**src/ecv_pkg.sv**
```systemverilog
package ecv_pkg;

  // Vector offsets of the four exception classes
  localparam logic [19:0] VEC_EXTERNAL   = 20'h00500;
  localparam logic [19:0] VEC_ALIGN      = 20'h00600;
  localparam logic [19:0] VEC_PROGRAM    = 20'h00700;
  localparam logic [19:0] VEC_FP_UNAVAIL = 20'h00800;
  localparam logic [19:0] VEC_NONE       = 20'h00000;

  // Register byte addresses
  localparam logic [3:0]  ADDR_CTRL   = 4'h0;
  localparam logic [3:0]  ADDR_FSTAT  = 4'h4;
  localparam logic [3:0]  ADDR_STATUS = 4'h8;
  localparam logic [3:0]  ADDR_FETCH  = 4'hc;

  // Control register: machine_state_reg bits plus cache state and base prefix
  localparam int          CTRL_USER       = 0;
  localparam int          CTRL_FAVAIL     = 1;
  localparam int          CTRL_MODE_A     = 2;
  localparam int          CTRL_MODE_B     = 3;
  localparam int          CTRL_MCE        = 4;
  localparam int          CTRL_DC_LOCK    = 5;
  localparam int          CTRL_DC_OFF     = 6;
  localparam int          CTRL_PREFIX_LSB = 20;
  localparam int          PREFIX_W        = 12;
  localparam logic [31:0] CTRL_RESET      = 32'h0000_0000;
  localparam logic [31:0] CTRL_WMASK      = 32'hfff0_007f;

  // float_status_ctrl_reg: enables, conditions, summary
  localparam int          FSTAT_EN_LSB   = 0;
  localparam int          FSTAT_COND_LSB = 8;
  localparam int          FSTAT_FLD_W    = 5;
  localparam int          FSTAT_SUM      = 31;
  localparam logic [31:0] FSTAT_RESET    = 32'h0000_0000;
  localparam logic [31:0] FSTAT_WMASK    = 32'h8000_1f1f;

  // Status register fields
  localparam int          ST_CAUSE_LSB = 0;
  localparam int          ST_INT_PEND  = 8;
  localparam int          ST_HOLD      = 9;
  localparam int          ST_VEC_LSB   = 12;

  // Cause bits of save_restore_reg_one
  localparam int          CAUSE_W       = 4;
  localparam int          CAUSE_TRAP    = 0;
  localparam int          CAUSE_PRIV    = 1;
  localparam int          CAUSE_ILLEGAL = 2;
  localparam int          CAUSE_FP      = 3;

  // External interrupt sequencing, Gray coded
  typedef enum logic [1:0] {
    ECV_IDLE    = 2'b00,
    ECV_DRAIN   = 2'b01,
    ECV_RELEASE = 2'b11
  } ecv_state_type;

endpackage : ecv_pkg

```
**src/ecv_cause_if.sv**
```systemverilog
interface ecv_cause_if;
  logic       valid;
  logic       is_fp;
  logic       fp_mem;
  logic       word_access;
  logic       cache_zero;
  logic       ext_ctrl;
  logic       illegal_op;
  logic       opt_missing;
  logic       opt_nop;
  logic       privileged;
  logic       spr_move;
  logic       spr_invalid;
  logic       spr_bit0;
  logic       trap;
  logic [4:0] trap_sel;
  logic [4:0] trap_cmp;
  logic [1:0] ea_low;
  logic       page_ci;
  logic       page_wt;
  logic       user_priv;
  logic       float_avail;
  logic       dc_locked;
  logic       dc_off;
  logic       align_exc;
  logic       illegal_exc;
  logic       priv_exc;
  logic       trap_exc;
  logic       fpu_exc;

  modport core (
    output valid, is_fp, fp_mem, word_access, cache_zero, ext_ctrl, illegal_op, opt_missing, opt_nop,
    output privileged, spr_move, spr_invalid, spr_bit0, trap, trap_sel, trap_cmp, ea_low, page_ci, page_wt,
    output user_priv, float_avail, dc_locked, dc_off,
    input  align_exc, illegal_exc, priv_exc, trap_exc, fpu_exc
  );
  modport decoder (
    input  valid, is_fp, fp_mem, word_access, cache_zero, ext_ctrl, illegal_op, opt_missing, opt_nop,
    input  privileged, spr_move, spr_invalid, spr_bit0, trap, trap_sel, trap_cmp, ea_low, page_ci, page_wt,
    input  user_priv, float_avail, dc_locked, dc_off,
    output align_exc, illegal_exc, priv_exc, trap_exc, fpu_exc
  );
endinterface : ecv_cause_if

```
**src/ecv_cause_decode.sv**
```systemverilog
module ecv_cause_decode (
  ecv_cause_if.decoder cif
);

  logic misaligned;

  // Word alignment of the effective address
  assign misaligned = |cif.ea_low;

  // Alignment causes
  assign cif.align_exc = cif.valid &
                         (((cif.fp_mem | cif.word_access) & misaligned) |            // [RULE5]
                          (cif.cache_zero & (cif.page_ci | cif.page_wt)) |            // [RULE6]
                          (cif.cache_zero & (cif.dc_locked | cif.dc_off)) |           // [RULE7]
                          (cif.ext_ctrl & misaligned));                               // [RULE8]

  // Illegal opcode, skipping optional no-ops
  assign cif.illegal_exc = cif.valid & (cif.illegal_op | cif.opt_missing) & ~cif.opt_nop; // [RULE12]

  // Privileged use in user state, also bad special register moves
  assign cif.priv_exc = cif.valid & cif.user_priv &
                        (cif.privileged |                                             // [RULE13]
                         (cif.spr_move & cif.spr_invalid & cif.spr_bit0));            // [RULE14]

  // Trap when any selected compare is true
  assign cif.trap_exc = cif.valid & cif.trap & (|(cif.trap_sel & cif.trap_cmp));      // [RULE15]

  // Floating-point work while the unit is unavailable
  assign cif.fpu_exc = cif.valid & (cif.is_fp | cif.fp_mem) & ~cif.float_avail;      // [RULE16]

endmodule : ecv_cause_decode

```
**src/ecv_top.sv**
```systemverilog
// What this block does
// RULE1 - Asserted low external request is taken at vector 0x00500.
// RULE2 - The source keeps the request asserted until the handler starts.
// RULE3 - On request, stop dispatch and wait for dispatched work to complete.
// RULE4 - Exceptions of already dispatched instructions go before the external one.
// RULE5 - Misaligned float, multiple word, reserve or conditional access gives alignment, 0x00600.
// RULE6 - Cache block zero to inhibited or write-through page gives alignment.
// RULE7 - Cache block zero with data cache locked or off gives alignment.
// RULE8 - Misaligned external control word access gives alignment.
// RULE9 - Program exceptions go to 0x00700 with cause bits saved.
// RULE10 - Float enabled program exception follows summary bit and the two mode bits.
// RULE11 - Summary bit set by enabled float fault or status write with condition and enable.
// RULE12 - Illegal or missing optional opcode gives illegal program exception, no-ops excepted.
// RULE13 - Privileged instruction in user state gives privileged program exception.
// RULE14 - Invalid special register move with field bit 0 in user state is privileged too.
// RULE15 - Trap instruction with any selected compare true gives trap program exception.
// RULE16 - Float instruction with float unit unavailable goes to 0x00800.
// RULE17 - Taking any exception clears machine check enable.
// RULE18 - Handler fetch address is base prefix joined with vector offset.
//
// Our own choices: register access over Avalon-MM and the placing of the registers.
module ecv_top (
  input  wire logic        CLK,
  input  wire logic        SYS_RST,
  input  wire logic [3:0]  AVS_ADDRESS,
  input  wire logic        AVS_READ,
  input  wire logic        AVS_WRITE,
  input  wire logic [31:0] AVS_WRITEDATA,
  input  wire logic [3:0]  AVS_BYTEENABLE,
  output logic      [31:0] AVS_READDATA,
  output logic             AVS_WAITREQUEST,
  input  wire logic        INT_REQ_N,
  input  wire logic        INFLIGHT_EMPTY,
  input  wire logic        INSN_VALID,
  input  wire logic        INSN_IS_FP,
  input  wire logic        INSN_FP_MEM,
  input  wire logic        INSN_WORD_ACCESS,
  input  wire logic        INSN_CACHE_ZERO,
  input  wire logic        INSN_EXT_CTRL,
  input  wire logic        INSN_ILLEGAL_OP,
  input  wire logic        INSN_OPT_MISSING,
  input  wire logic        INSN_OPT_NOP,
  input  wire logic        INSN_PRIVILEGED,
  input  wire logic        INSN_SPR_MOVE,
  input  wire logic        INSN_SPR_INVALID,
  input  wire logic        INSN_SPR_BIT0,
  input  wire logic        INSN_TRAP,
  input  wire logic [4:0]  TRAP_SELECT,
  input  wire logic [4:0]  TRAP_COMPARE,
  input  wire logic [1:0]  INSN_EA_LOW,
  input  wire logic        PAGE_CACHE_INHIBIT,
  input  wire logic        PAGE_WRITE_THROUGH,
  input  wire logic        INSN_FP_ENABLED_EXC,
  output logic             DISPATCH_HOLD,
  output logic             EXC_TAKEN,
  output logic      [19:0] EXC_VECTOR,
  output logic      [31:0] FETCH_ADDR,
  output logic      [3:0]  SAVE_RESTORE_REG_ONE
);

  ecv_cause_if cif ();

  ecv_pkg::ecv_state_type    state_reg;
  ecv_pkg::ecv_state_type    state_next;
  logic                      int_meta_reg;
  logic                      int_sync_reg;
  logic                      int_req;
  logic [31:0]               ctrl_reg;
  logic [31:0]               fstat_reg;
  logic [31:0]               fstat_merge;
  logic                      armed;
  logic                      armed_prev_reg;
  logic                      fp_pend_reg;
  logic                      insn_exc;
  logic                      ext_take;
  logic                      take;
  logic [19:0]               vec_next;
  logic [3:0]                cause_next;
  logic                      bus_req;
  logic                      bus_wr;
  logic                      waitreq_reg;
  logic [31:0]               rdata_reg;
  logic                      taken_reg;
  logic [19:0]               vector_reg;
  logic [31:0]               fetch_reg;
  logic [3:0]                cause_reg;
  logic                      hold_reg;

  // Merge of write data under byte enables, limited to writable bits
  function automatic logic [31:0] be_merge(input logic [31:0] old_val, input logic [31:0] new_val,
                                           input logic [3:0] be, input logic [31:0] wmask);
    logic [31:0] res;
    res = old_val;
    for (int i = 0; i < 4; i++) begin
      for (int b = 0; b < 8; b++) begin
        if (be[i] && wmask[i*8+b]) begin
          res[i*8+b] = new_val[i*8+b];
        end
      end
    end
    return res;
  endfunction : be_merge

  ////////////////////////////////////////////////////////////////////////////
  // Cause decoding

  assign cif.valid       = INSN_VALID;
  assign cif.is_fp       = INSN_IS_FP;
  assign cif.fp_mem      = INSN_FP_MEM;
  assign cif.word_access = INSN_WORD_ACCESS;
  assign cif.cache_zero  = INSN_CACHE_ZERO;
  assign cif.ext_ctrl    = INSN_EXT_CTRL;
  assign cif.illegal_op  = INSN_ILLEGAL_OP;
  assign cif.opt_missing = INSN_OPT_MISSING;
  assign cif.opt_nop     = INSN_OPT_NOP;
  assign cif.privileged  = INSN_PRIVILEGED;
  assign cif.spr_move    = INSN_SPR_MOVE;
  assign cif.spr_invalid = INSN_SPR_INVALID;
  assign cif.spr_bit0    = INSN_SPR_BIT0;
  assign cif.trap        = INSN_TRAP;
  assign cif.trap_sel    = TRAP_SELECT;
  assign cif.trap_cmp    = TRAP_COMPARE;
  assign cif.ea_low      = INSN_EA_LOW;
  assign cif.page_ci     = PAGE_CACHE_INHIBIT;
  assign cif.page_wt     = PAGE_WRITE_THROUGH;
  assign cif.user_priv   = ctrl_reg[ecv_pkg::CTRL_USER];
  assign cif.float_avail = ctrl_reg[ecv_pkg::CTRL_FAVAIL];
  assign cif.dc_locked   = ctrl_reg[ecv_pkg::CTRL_DC_LOCK];
  assign cif.dc_off      = ctrl_reg[ecv_pkg::CTRL_DC_OFF];

  ecv_cause_decode u_decode (
    .cif (cif.decoder)
  );

  ////////////////////////////////////////////////////////////////////////////
  // Interrupt pin synchroniser

  // Two flops before any logic looks at the pin
  always_ff @(posedge CLK or posedge SYS_RST) begin
    if (SYS_RST) begin
      int_meta_reg <= 1'b1;
      int_sync_reg <= 1'b1;
    end else begin
      int_meta_reg <= INT_REQ_N;
      int_sync_reg <= int_meta_reg;
    end
  end

  assign int_req = ~int_sync_reg;

  ////////////////////////////////////////////////////////////////////////////
  // Exception selection

  // Float enabled condition armed by summary and either mode bit
  assign armed = fstat_reg[ecv_pkg::FSTAT_SUM] &
                 (ctrl_reg[ecv_pkg::CTRL_MODE_A] | ctrl_reg[ecv_pkg::CTRL_MODE_B]); // [RULE10]

  assign insn_exc = cif.align_exc | cif.illegal_exc | cif.priv_exc | cif.trap_exc | cif.fpu_exc | fp_pend_reg;

  // External one only once drained and nothing older is pending
  assign ext_take = (state_reg == ecv_pkg::ECV_DRAIN) && INFLIGHT_EMPTY && !insn_exc; // [RULE3] [RULE4]
  assign take     = insn_exc | ext_take;

  // Priority: illegal or privileged, unavailable, alignment, trap or float enabled
  always_comb begin
    vec_next   = ecv_pkg::VEC_NONE;
    cause_next = '0;
    if (cif.illegal_exc || cif.priv_exc) begin
      vec_next                            = ecv_pkg::VEC_PROGRAM;            // [RULE9]
      cause_next[ecv_pkg::CAUSE_ILLEGAL]  = cif.illegal_exc;                 // [RULE12]
      cause_next[ecv_pkg::CAUSE_PRIV]     = cif.priv_exc;                    // [RULE13] [RULE14]
    end else if (cif.fpu_exc) begin
      vec_next = ecv_pkg::VEC_FP_UNAVAIL;                                    // [RULE16]
    end else if (cif.align_exc) begin
      vec_next = ecv_pkg::VEC_ALIGN;                                         // [RULE5]
    end else if (cif.trap_exc || fp_pend_reg) begin
      vec_next                        = ecv_pkg::VEC_PROGRAM;                // [RULE9]
      cause_next[ecv_pkg::CAUSE_TRAP] = cif.trap_exc;                        // [RULE15]
      cause_next[ecv_pkg::CAUSE_FP]   = fp_pend_reg;                         // [RULE10]
    end else if (ext_take) begin
      vec_next = ecv_pkg::VEC_EXTERNAL;                                      // [RULE1]
    end
  end

  // Pending float enabled exception, raised on arming, set wins over clear
  always_ff @(posedge CLK or posedge SYS_RST) begin
    if (SYS_RST) begin
      armed_prev_reg <= 1'b0;
      fp_pend_reg    <= 1'b0;
    end else begin
      armed_prev_reg <= armed;
      if (armed && !armed_prev_reg) begin
        fp_pend_reg <= 1'b1;                                                 // [RULE10]
      end else if (cause_next[ecv_pkg::CAUSE_FP]) begin
        fp_pend_reg <= 1'b0;
      end
    end
  end

  ////////////////////////////////////////////////////////////////////////////
  // External interrupt sequencing

  // Idle, drain dispatched work, then wait for the source to let go
  always_comb begin
    state_next = state_reg;
    case (state_reg)
      ecv_pkg::ECV_IDLE: begin
        if (int_req) begin
          state_next = ecv_pkg::ECV_DRAIN;                                   // [RULE3]
        end
      end
      ecv_pkg::ECV_DRAIN: begin
        if (ext_take) begin
          state_next = ecv_pkg::ECV_RELEASE;
        end
      end
      ecv_pkg::ECV_RELEASE: begin
        if (!int_req) begin
          state_next = ecv_pkg::ECV_IDLE;                                    // [RULE2]
        end
      end
      default: begin
        state_next = ecv_pkg::ECV_IDLE;
      end
    endcase
  end

  // State and dispatch hold
  always_ff @(posedge CLK or posedge SYS_RST) begin
    if (SYS_RST) begin
      state_reg <= ecv_pkg::ECV_IDLE;
      hold_reg  <= 1'b0;
    end else begin
      state_reg <= state_next;
      hold_reg  <= (state_next == ecv_pkg::ECV_DRAIN);                       // [RULE3]
    end
  end

  // Taken pulse, vector, handler address and saved cause bits
  always_ff @(posedge CLK or posedge SYS_RST) begin
    if (SYS_RST) begin
      taken_reg  <= 1'b0;
      vector_reg <= ecv_pkg::VEC_NONE;
      fetch_reg  <= '0;
      cause_reg  <= '0;
    end else begin
      taken_reg <= take;
      if (take) begin
        vector_reg <= vec_next;
        fetch_reg  <= {ctrl_reg[ecv_pkg::CTRL_PREFIX_LSB +: ecv_pkg::PREFIX_W], vec_next}; // [RULE18]
        cause_reg  <= cause_next;                                            // [RULE9]
      end
    end
  end

  ////////////////////////////////////////////////////////////////////////////
  // Avalon slave

  assign bus_req = AVS_READ | AVS_WRITE;
  assign bus_wr  = AVS_WRITE && !waitreq_reg;

  // One wait cycle per request, then one cycle low
  always_ff @(posedge CLK or posedge SYS_RST) begin
    if (SYS_RST) begin
      waitreq_reg <= 1'b1;
    end else begin
      waitreq_reg <= !(bus_req && waitreq_reg);
    end
  end

  // Read data captured during the wait cycle
  always_ff @(posedge CLK or posedge SYS_RST) begin
    if (SYS_RST) begin
      rdata_reg <= '0;
    end else if (AVS_READ && waitreq_reg) begin
      case (AVS_ADDRESS)
        ecv_pkg::ADDR_CTRL:   rdata_reg <= ctrl_reg;
        ecv_pkg::ADDR_FSTAT:  rdata_reg <= fstat_reg;
        ecv_pkg::ADDR_STATUS: begin
          rdata_reg                                        <= '0;
          rdata_reg[ecv_pkg::ST_CAUSE_LSB +: ecv_pkg::CAUSE_W] <= cause_reg;
          rdata_reg[ecv_pkg::ST_INT_PEND]                  <= int_req;
          rdata_reg[ecv_pkg::ST_HOLD]                      <= hold_reg;
          rdata_reg[ecv_pkg::ST_VEC_LSB +: 20]             <= vector_reg;
        end
        ecv_pkg::ADDR_FETCH:  rdata_reg <= fetch_reg;
        default:              rdata_reg <= '0;
      endcase
    end
  end

  // Control register; taking an exception clears machine check enable
  always_ff @(posedge CLK or posedge SYS_RST) begin
    if (SYS_RST) begin
      ctrl_reg <= ecv_pkg::CTRL_RESET;
    end else begin
      if (bus_wr && AVS_ADDRESS == ecv_pkg::ADDR_CTRL) begin
        ctrl_reg <= be_merge(ctrl_reg, AVS_WRITEDATA, AVS_BYTEENABLE, ecv_pkg::CTRL_WMASK);
      end
      if (take) begin
        ctrl_reg[ecv_pkg::CTRL_MCE] <= 1'b0;                                 // [RULE17]
      end
    end
  end

  assign fstat_merge = be_merge(fstat_reg, AVS_WRITEDATA, AVS_BYTEENABLE, ecv_pkg::FSTAT_WMASK);

  // Float status; an enabled float fault, or a status write with a condition and its enable, sets the summary
  always_ff @(posedge CLK or posedge SYS_RST) begin
    if (SYS_RST) begin
      fstat_reg <= ecv_pkg::FSTAT_RESET;
    end else begin
      if (bus_wr && AVS_ADDRESS == ecv_pkg::ADDR_FSTAT) begin
        fstat_reg <= fstat_merge;
        fstat_reg[ecv_pkg::FSTAT_SUM] <= fstat_merge[ecv_pkg::FSTAT_SUM] |
          (|(fstat_merge[ecv_pkg::FSTAT_COND_LSB +: ecv_pkg::FSTAT_FLD_W] &
             fstat_merge[ecv_pkg::FSTAT_EN_LSB +: ecv_pkg::FSTAT_FLD_W]));  // [RULE11]
      end
      if (INSN_VALID && INSN_FP_ENABLED_EXC) begin
        fstat_reg[ecv_pkg::FSTAT_SUM] <= 1'b1;                               // [RULE11]
      end
    end
  end

  assign AVS_READDATA         = rdata_reg;
  assign AVS_WAITREQUEST      = waitreq_reg;
  assign DISPATCH_HOLD        = hold_reg;
  assign EXC_TAKEN            = taken_reg;
  assign EXC_VECTOR           = vector_reg;
  assign FETCH_ADDR           = fetch_reg;
  assign SAVE_RESTORE_REG_ONE = cause_reg;
endmodule : ecv_top

```
**config.mk**
```make
export PLATFORM = sky130hd
export DESIGN_NAME = ecv_top
export DESIGN_NICKNAME = d
export VERILOG_FILES = /design/src/ecv_pkg.sv /design/src/ecv_cause_if.sv /design/src/ecv_cause_decode.sv /design/src/ecv_top.sv
export SDC_FILE = /design/constraint.sdc
export NUM_CORES = 1
export LEC_CHECK = 0
export BUFFER_PORTS_ARGS = -buffer_cell sky130_fd_sc_hd__clkbuf_2
export CAP_MARGIN = 15
export CORE_MARGIN = 10
export CORE_UTILIZATION = 35
export CTS_CLUSTER_DIAMETER = 40
export CTS_CLUSTER_SIZE = 40
export DETAILED_ROUTE_END_ITERATION = 10
export SLEW_MARGIN = 20
export SYNTH_ARGS = -nofsm -noshare
export SYNTH_HDL_FRONTEND = slang
export SYNTH_SLANG_ARGS = --single-unit
export TNS_END_PERCENT = 30
```
**constraint.sdc**
```tcl
create_clock -name CLK -period 2.9 [get_ports CLK]
set_input_delay 0.145 -clock CLK [delete_from_list [all_inputs] [get_ports CLK]]
set_output_delay 0.145 -clock CLK [all_outputs]
set_load 0.03 [all_outputs]
```
* Yosys cells after proc, flatten, opt, wreduce, memory -nomap -nowiden *
Index checks and enable logic that the tools add are counted.

word-level totals
  register bits = 127
  bits of input ports = 75
  output and inout port bits = 91
  logic and storage cells = 132

cells by class
  eq/ne operators = 6
  mux-type cells = 41
  bitwise logic cells = 39
  reductions and logical operators = 28

operators by type and width
  kind                  count
  $pmux W32 S4          1
  $mux W11              3
  $mux W32              1
  $mux W1               28
  $mux W12              2
  $or A1 B1 Y1          18
  $and A1 B1 Y1         16
  $and A5 B5 Y5         2
  $reduce_or A5 Y1      2
  $logic_and A1 B1 Y1   9
  $eq A4 B4 Y1 const B  2
  $mux W2               4
  $reduce_and A2 Y1     4
  $reduce_bool A2 Y1    4
  $pmux W2 S3           1
  $mux W5               1
  $eq A2 B1 Y1 const B  2
  $eq A4 B3 Y1 const B  1
  $logic_not A1 Y1      4
  $logic_not A4 Y1      1
  $not A1 Y1            3
  $eq A2 B2 Y1 const B  1
  $logic_not A2 Y1      1
  $logic_or A1 B1 Y1    2
  $reduce_or A2 Y1      1

* Logic depth before layout (Yosys ltp) *
  depth in word-level cells = 18
  mapped depth = 5

* Modules after synthesis *
Synthesis repeated with hierarchy kept, for this count alone.

second synthesis, totals
  cell total of the unflattened synthesis = 350
  area, all modules = 4070.2 um^2

modules (own cells, without submodules)
  module            instances  cells each  area each (um^2)  seq. area each (um^2)
  ecv_top           1          336         3975.1            2080.7
  ecv_cause_decode  1          14          95.1              0.0

* Worst setup path after synthesis *
Ideal clock, no wire load.

  path kind = register to register
  start point = register ctrl_reg[5]
  end point = register fetch_reg[20], in the netlist FETCH_ADDR[20]
  library setup time = 0.125 ns
  arrival time = 2.100 ns
  slack = 0.675 ns
  stages on the path, launching flop included = 6
  clock period less this slack = 2.225 ns
  cell sequence = dfrtp_1 -> or4_4 -> a222oi_1 -> nand4_2 -> buf_6 -> mux2_4

on the way
  word-level cells in the longest chain between the ends = 13

RTL lines
  what                         line                    source
  start, declared              ecv_top.sv:68           logic [31:0] ctrl_reg;
  start signal, assigned       ecv_top.sv:295          ctrl_reg <= ecv_pkg::CTRL_RESET;
  start signal, assigned       ecv_top.sv:298          ctrl_reg <= be_merge(ctrl_reg, AVS_WRITEDATA, AVS_BYTEENABLE, ecv_pkg::CTRL_WMASK);
  $or A1 B1 Y1 *               ecv_cause_decode.sv:14  (cif.cache_zero & (cif.dc_locked | cif.dc_off)) |
  $and A1 B1 Y1 *              ecv_cause_decode.sv:14
  $or A1 B1 Y1 *               ecv_cause_decode.sv:13  (cif.cache_zero & (cif.page_ci | cif.page_wt)) |
  $or A1 B1 Y1 *               ecv_cause_decode.sv:14
  $and A1 B1 Y1 *              ecv_cause_decode.sv:11  assign cif.align_exc = cif.valid &
  $or A1 B1 Y1 * (5 in a row)  ecv_top.sv:158          assign insn_exc = cif.align_exc | cif.illegal_exc | cif.priv_exc | cif.trap_exc | cif.fpu_exc | fp_pend_reg;
  $logic_not A1 Y1             ecv_top.sv:161          assign ext_take = (state_reg == ecv_pkg::ECV_DRAIN) && INFLIGHT_EMPTY && !insn_exc;
  $logic_and A1 B1 Y1          ecv_top.sv:161
  $or A1 B1 Y1 *               ecv_top.sv:162          assign take = insn_exc | ext_take;
  via take                     ecv_top.sv:76           logic take;
  end signal, assigned         ecv_top.sv:250          fetch_reg <= {ctrl_reg[ecv_pkg::CTRL_PREFIX_LSB +: ecv_pkg::PREFIX_W], vec_next};
  end, declared                ecv_top.sv:85           logic [31:0] fetch_reg;

The timed path passes the listed nets; every way through them passes the cells marked *.
A chain may end at the register's enable or synchronous reset.

* Final worst setup path *
  start point = register ctrl_reg[5]
  end point = register fetch_reg[22], in the netlist FETCH_ADDR[22]

on the way
  word-level cells in the longest chain between the ends = 13

RTL lines
  what                         line
  $or A1 B1 Y1 *               ecv_cause_decode.sv:14
  $and A1 B1 Y1 *              ecv_cause_decode.sv:14
  $or A1 B1 Y1 *               ecv_cause_decode.sv:13
  $or A1 B1 Y1 *               ecv_cause_decode.sv:14
  $and A1 B1 Y1 *              ecv_cause_decode.sv:11
  $or A1 B1 Y1 * (5 in a row)  ecv_top.sv:158
  $logic_not A1 Y1             ecv_top.sv:161
  $logic_and A1 B1 Y1          ecv_top.sv:161
  $or A1 B1 Y1 *               ecv_top.sv:162

Mark *: on every way between the ends. The rest lies on a longest branch, timed or not.

==> run summary <==
Synthesis produced 356 cells. The floorplan step defined a die boundary enclosing 16,010 sq um. The placed cell area came out at 4586 sq um.

After synthesis, the netlist uses 42 different library cells. The analysis attributes to cell leakage a power of 2.500 nW. Mean area per synthesized cell: 11.16 sq um. Across the run, the number of max-cap violations was 0. During I/O placement, the number of pins put on the boundary was 166.

The run gives 3,329 as the number of global-route vias before repair. Setup violations remaining at the end of the flow were counted as 0. IR analysis of the VDD net gives a maximum drop of 268.0 uV. The number of clock buffers added by TritonCTS is 9. Of all nets on the critical path, the largest fanout is 15.

In this run, synthesis inferred 0 flip-flops with an integrated enable. Summed over all failing endpoints, the final setup total negative slack is 0 ps. Nature of the critical path endpoint: a register.

The share of post-route cells with drive strength above 1 is 39.17%. Cell at the slowest stage of the critical path: or4_4. The max-slew violation count is 0, and the number of buffers added on ports is 117. The tree is rooted in a clkbuf_16.

The endpoint identified for the worst register-to-register timing path is FETCH_ADDR[22]. The total congestion overflow was 0; the fraction of the yosys area taken by sequential cells was 52.38%. The routed layout has 3,047 vias. At the pin with the least slew margin, the transition time is 993.6 ps. In this design, the stage delay of the slowest critical-path cell is 570 ps. After layout, the worst setup slack is 539.9 ps. The logs give 3973 sq um for the cell area after technology mapping and 340 ps for the clock latency on the worst-skew pair.

The class of the tightest hold or removal check was in -> reg. The initial core utilization is 36.17%, and the final period demand of the worst path is 2360 ps. After synthesis, the cell types taking the most area are dfrtp_1 50%, mux2_2 9.4%, buf_4 8.3%, o21ai_0 3.7%, nand2_1 3.5%.

The number of cells on the worst hold path came out at 2. Dividing the detail-routed via count by the number of cells gives 4.915. Clock skew on the completed layout was measured at 3.015 ps. OpenSTA, run right after detailed placement, puts the worst setup slack at 536.5 ps. Routability-driven placement finished with a final weighted congestion of 0.8241. The worst slew margin relative to its limit came out at 33.66%.

The commonest cells after synthesis are 80 x dfrtp_1, 44 x buf_4, 37 x nand2_1. The tools report the first-pass iteration count of the detailed router as 4. The most used standard cell by instance count after synthesis was dfrtp_1. The leading register cell type out of synthesis was dfrtp_1. The deepest level of the CTS H-tree was 3; the die span in y was 126.5 microns. For this block, the routed nets add up to 11.41 mm of wire. The worst register-to-register path begins at ctrl_reg[5]. The register with the most flip-flops in the layout has 24 of them. Setup repair after global routing left no endpoint under its margin.

The worst register-to-register path has a depth of 5. The first global-routing pass estimated 18.05 mm of wire. TritonCTS built the clock tree. The synthesized design contains 83 register bits.

The number of endpoints with negative hold slack in the final report is 0. Detailed placement finished with a half-perimeter wire length of 8.661 mm. Summing all non-filler instances in the final layout gives an area of 4935 sq um.

After layout, the worst path uses 81.38% of the clock period. During synthesis, Yosys emitted a total of 0 warnings. Number of nets still failing antenna checks after routing: 0. Register-to-register setup slack: 540 ps. The achievable frequency came out at 423.7 MHz. The kind of cell with the highest combined delay along the critical path is simple AND/OR/NAND/NOR gates.

For the all-layer global routing usage, the log shows 14.14%. Traced cell by cell, the critical path runs through or4_4 -> a222oi_1 -> nand4_2 -> buf_4 -> mux2_4. The clock net in this run drives a total of 83 sinks.

Detailed-route DRC error count: 0. For hold timing, the worst endpoint is SAVE_RESTORE_REG_ONE[2]. The net count of the finished layout is 550. The first routing iteration left 171 violations. Biggest area consumer among synthesized cells: dfrtp_1.

Combined buffer and inverter count along the critical path: 1. Type of the worst setup path: reg -> reg. STA puts the critical path data required time at 3130 ps. After clock tree synthesis, the clock-pin slew on the worst setup and hold paths is 60 ps. From left edge to right edge, the die measures 126.5 microns. Entering global routing, the biggest net connects 44 pins. Post-CTS timing repair inserted 0 buffers for setup. For the antenna cell count, the log shows 0.

The arrival time reported for the critical path endpoint is 2590 ps. The buffer depth of the longest clock path came out at 2. Share of flip-flops with an asynchronous set or reset: 100.0%.

STA classifies the critical path startpoint as a register. The core region is 10,980 sq um. After synthesis, the largest area contributor takes up 50.39% of total cell area. The worst hold path begins at INSN_OPT_NOP. The run finished with clean final reports.

Average wire per cell in the routed design: 18.41 microns. The areal power density over the cells is 651.7 nW/um^2, and the initial antenna violation count is 0. From synthesis to final layout, the design area changed by 24.22%. The floorplan has 38 rows. For the final-layout fill cell count, the log shows 1,057.
final cells by class:
class | count | area (sq um) | area share, %
clock inverters | 6 | 80.08 | 1.623
multi-input cells | 242 | 1637 | 33.16
well taps | 140 | 175.2 | 3.550
clock buffers | 10 | 229.0 | 4.640
flip-flops and latches | 83 | 2081 | 42.17
inverters | 11 | 42.54 | 0.8621
repair buffers | 128 | 690.7 | 14.00
per-stage QoR:
| step | power (W) | hold slack [ps] | utilization [%] | cells |
|---|---|---|---|---|
| finish | 0.003216 | 27.11 | 44.93 | 620 |
| global route | 0.003370 | 21.27 | 44.93 | 620 |
| CTS | 0.003249 | 21.95 | 44.93 | 620 |
| detailed placement | 0.002033 | 234.3 | 41.75 | 600 |
| global placement | 0.002017 | 233.8 | 41.75 | 600 |
| floorplan | 0.001865 | 149.5 | - | 395 |
what timing repair did:
| action | CTS | global route |
|---|---|---|
| endpoints found under the hold margin | 43 | 0 |
| hold buffers | 4 | 0 |
| resized for setup | 0 | 0 |
logic make-up after synthesis:
logic type / Yosys count / share of synthesized area [%]
muxes: 47 / 13.51
adders and majority gates: 1 / 0.2520
AOI/OAI and AO/OA: 88 / 14.58
DFF: 83 / 52.38
other: 1 / 0.09440
buffers and inverters: 70 / 10.96
and+or+nand+nor: 66 / 8.221
per-layer routing:
layer	GRT usage, %	up-vias	wire, microns
li1	-	1435	-
met1	17.01	1452	4781
met2	21.75	146	5186
met3	6.830	14	1256
met4	4.622	0	188
met5	0	-	0
worst max-delay path by stage:
stage / cells after the start / from / slack, ps / to
global route: 5 / ctrl_reg[5] / 410 / FETCH_ADDR[22]
floorplan: 1 / SYS_RST / 620 / AVS_READDATA[0]
detailed placement: 5 / ctrl_reg[5] / 540 / FETCH_ADDR[22]
global placement: 5 / ctrl_reg[5] / 580 / FETCH_ADDR[24]
finish: 5 / ctrl_reg[5] / 540 / FETCH_ADDR[22]
CTS: 5 / ctrl_reg[5] / 530 / FETCH_ADDR[22]
cells in the final DEF, fill, tap and decap left out, types with 3 or more instances in the layout:
cell | synthesis | final
dlygate4sd3_1 | 0 | 4
and3_1 | 3 | 3
a22oi_1 | 13 | 13
mux2_2 | 33 | 33
clkbuf_2 | 0 | 117
mux2_4 | 5 | 5
nor2_1 | 4 | 4
a22o_1 | 12 | 12
conb_1 | 1 | 40
nand2b_1 | 3 | 3
clkinv_2 | 0 | 5
inv_1 | 11 | 10
a21oi_1 | 13 | 13
o21ai_0 | 29 | 29
nand2_1 | 37 | 37
dfstp_2 | 3 | 3
nor2b_1 | 3 | 3
o22ai_1 | 4 | 4
dfrtp_1 | 80 | 80
buf_4 | 44 | 6
nand3_1 | 4 | 4
clkbuf_16 | 0 | 9
mux2i_1 | 9 | 9
worst register-to-register path, stage by stage (launching register included):
cell	delay, ps
dfrtp_1	390
or4_4	570
a222oi_1	470
nand4_2	210
buf_4	280
mux2_4	330
report_power, final:
group,internal [W],switching (W),leakage [nW]
Sequential,0.00128,0.000110,1.09
Clock,0.000748,0.000453,0.156
Combinational,0.000224,0.000398,1.25
Total,0.00226,0.000960,2.50
Power figures use the tool's default switching activity.
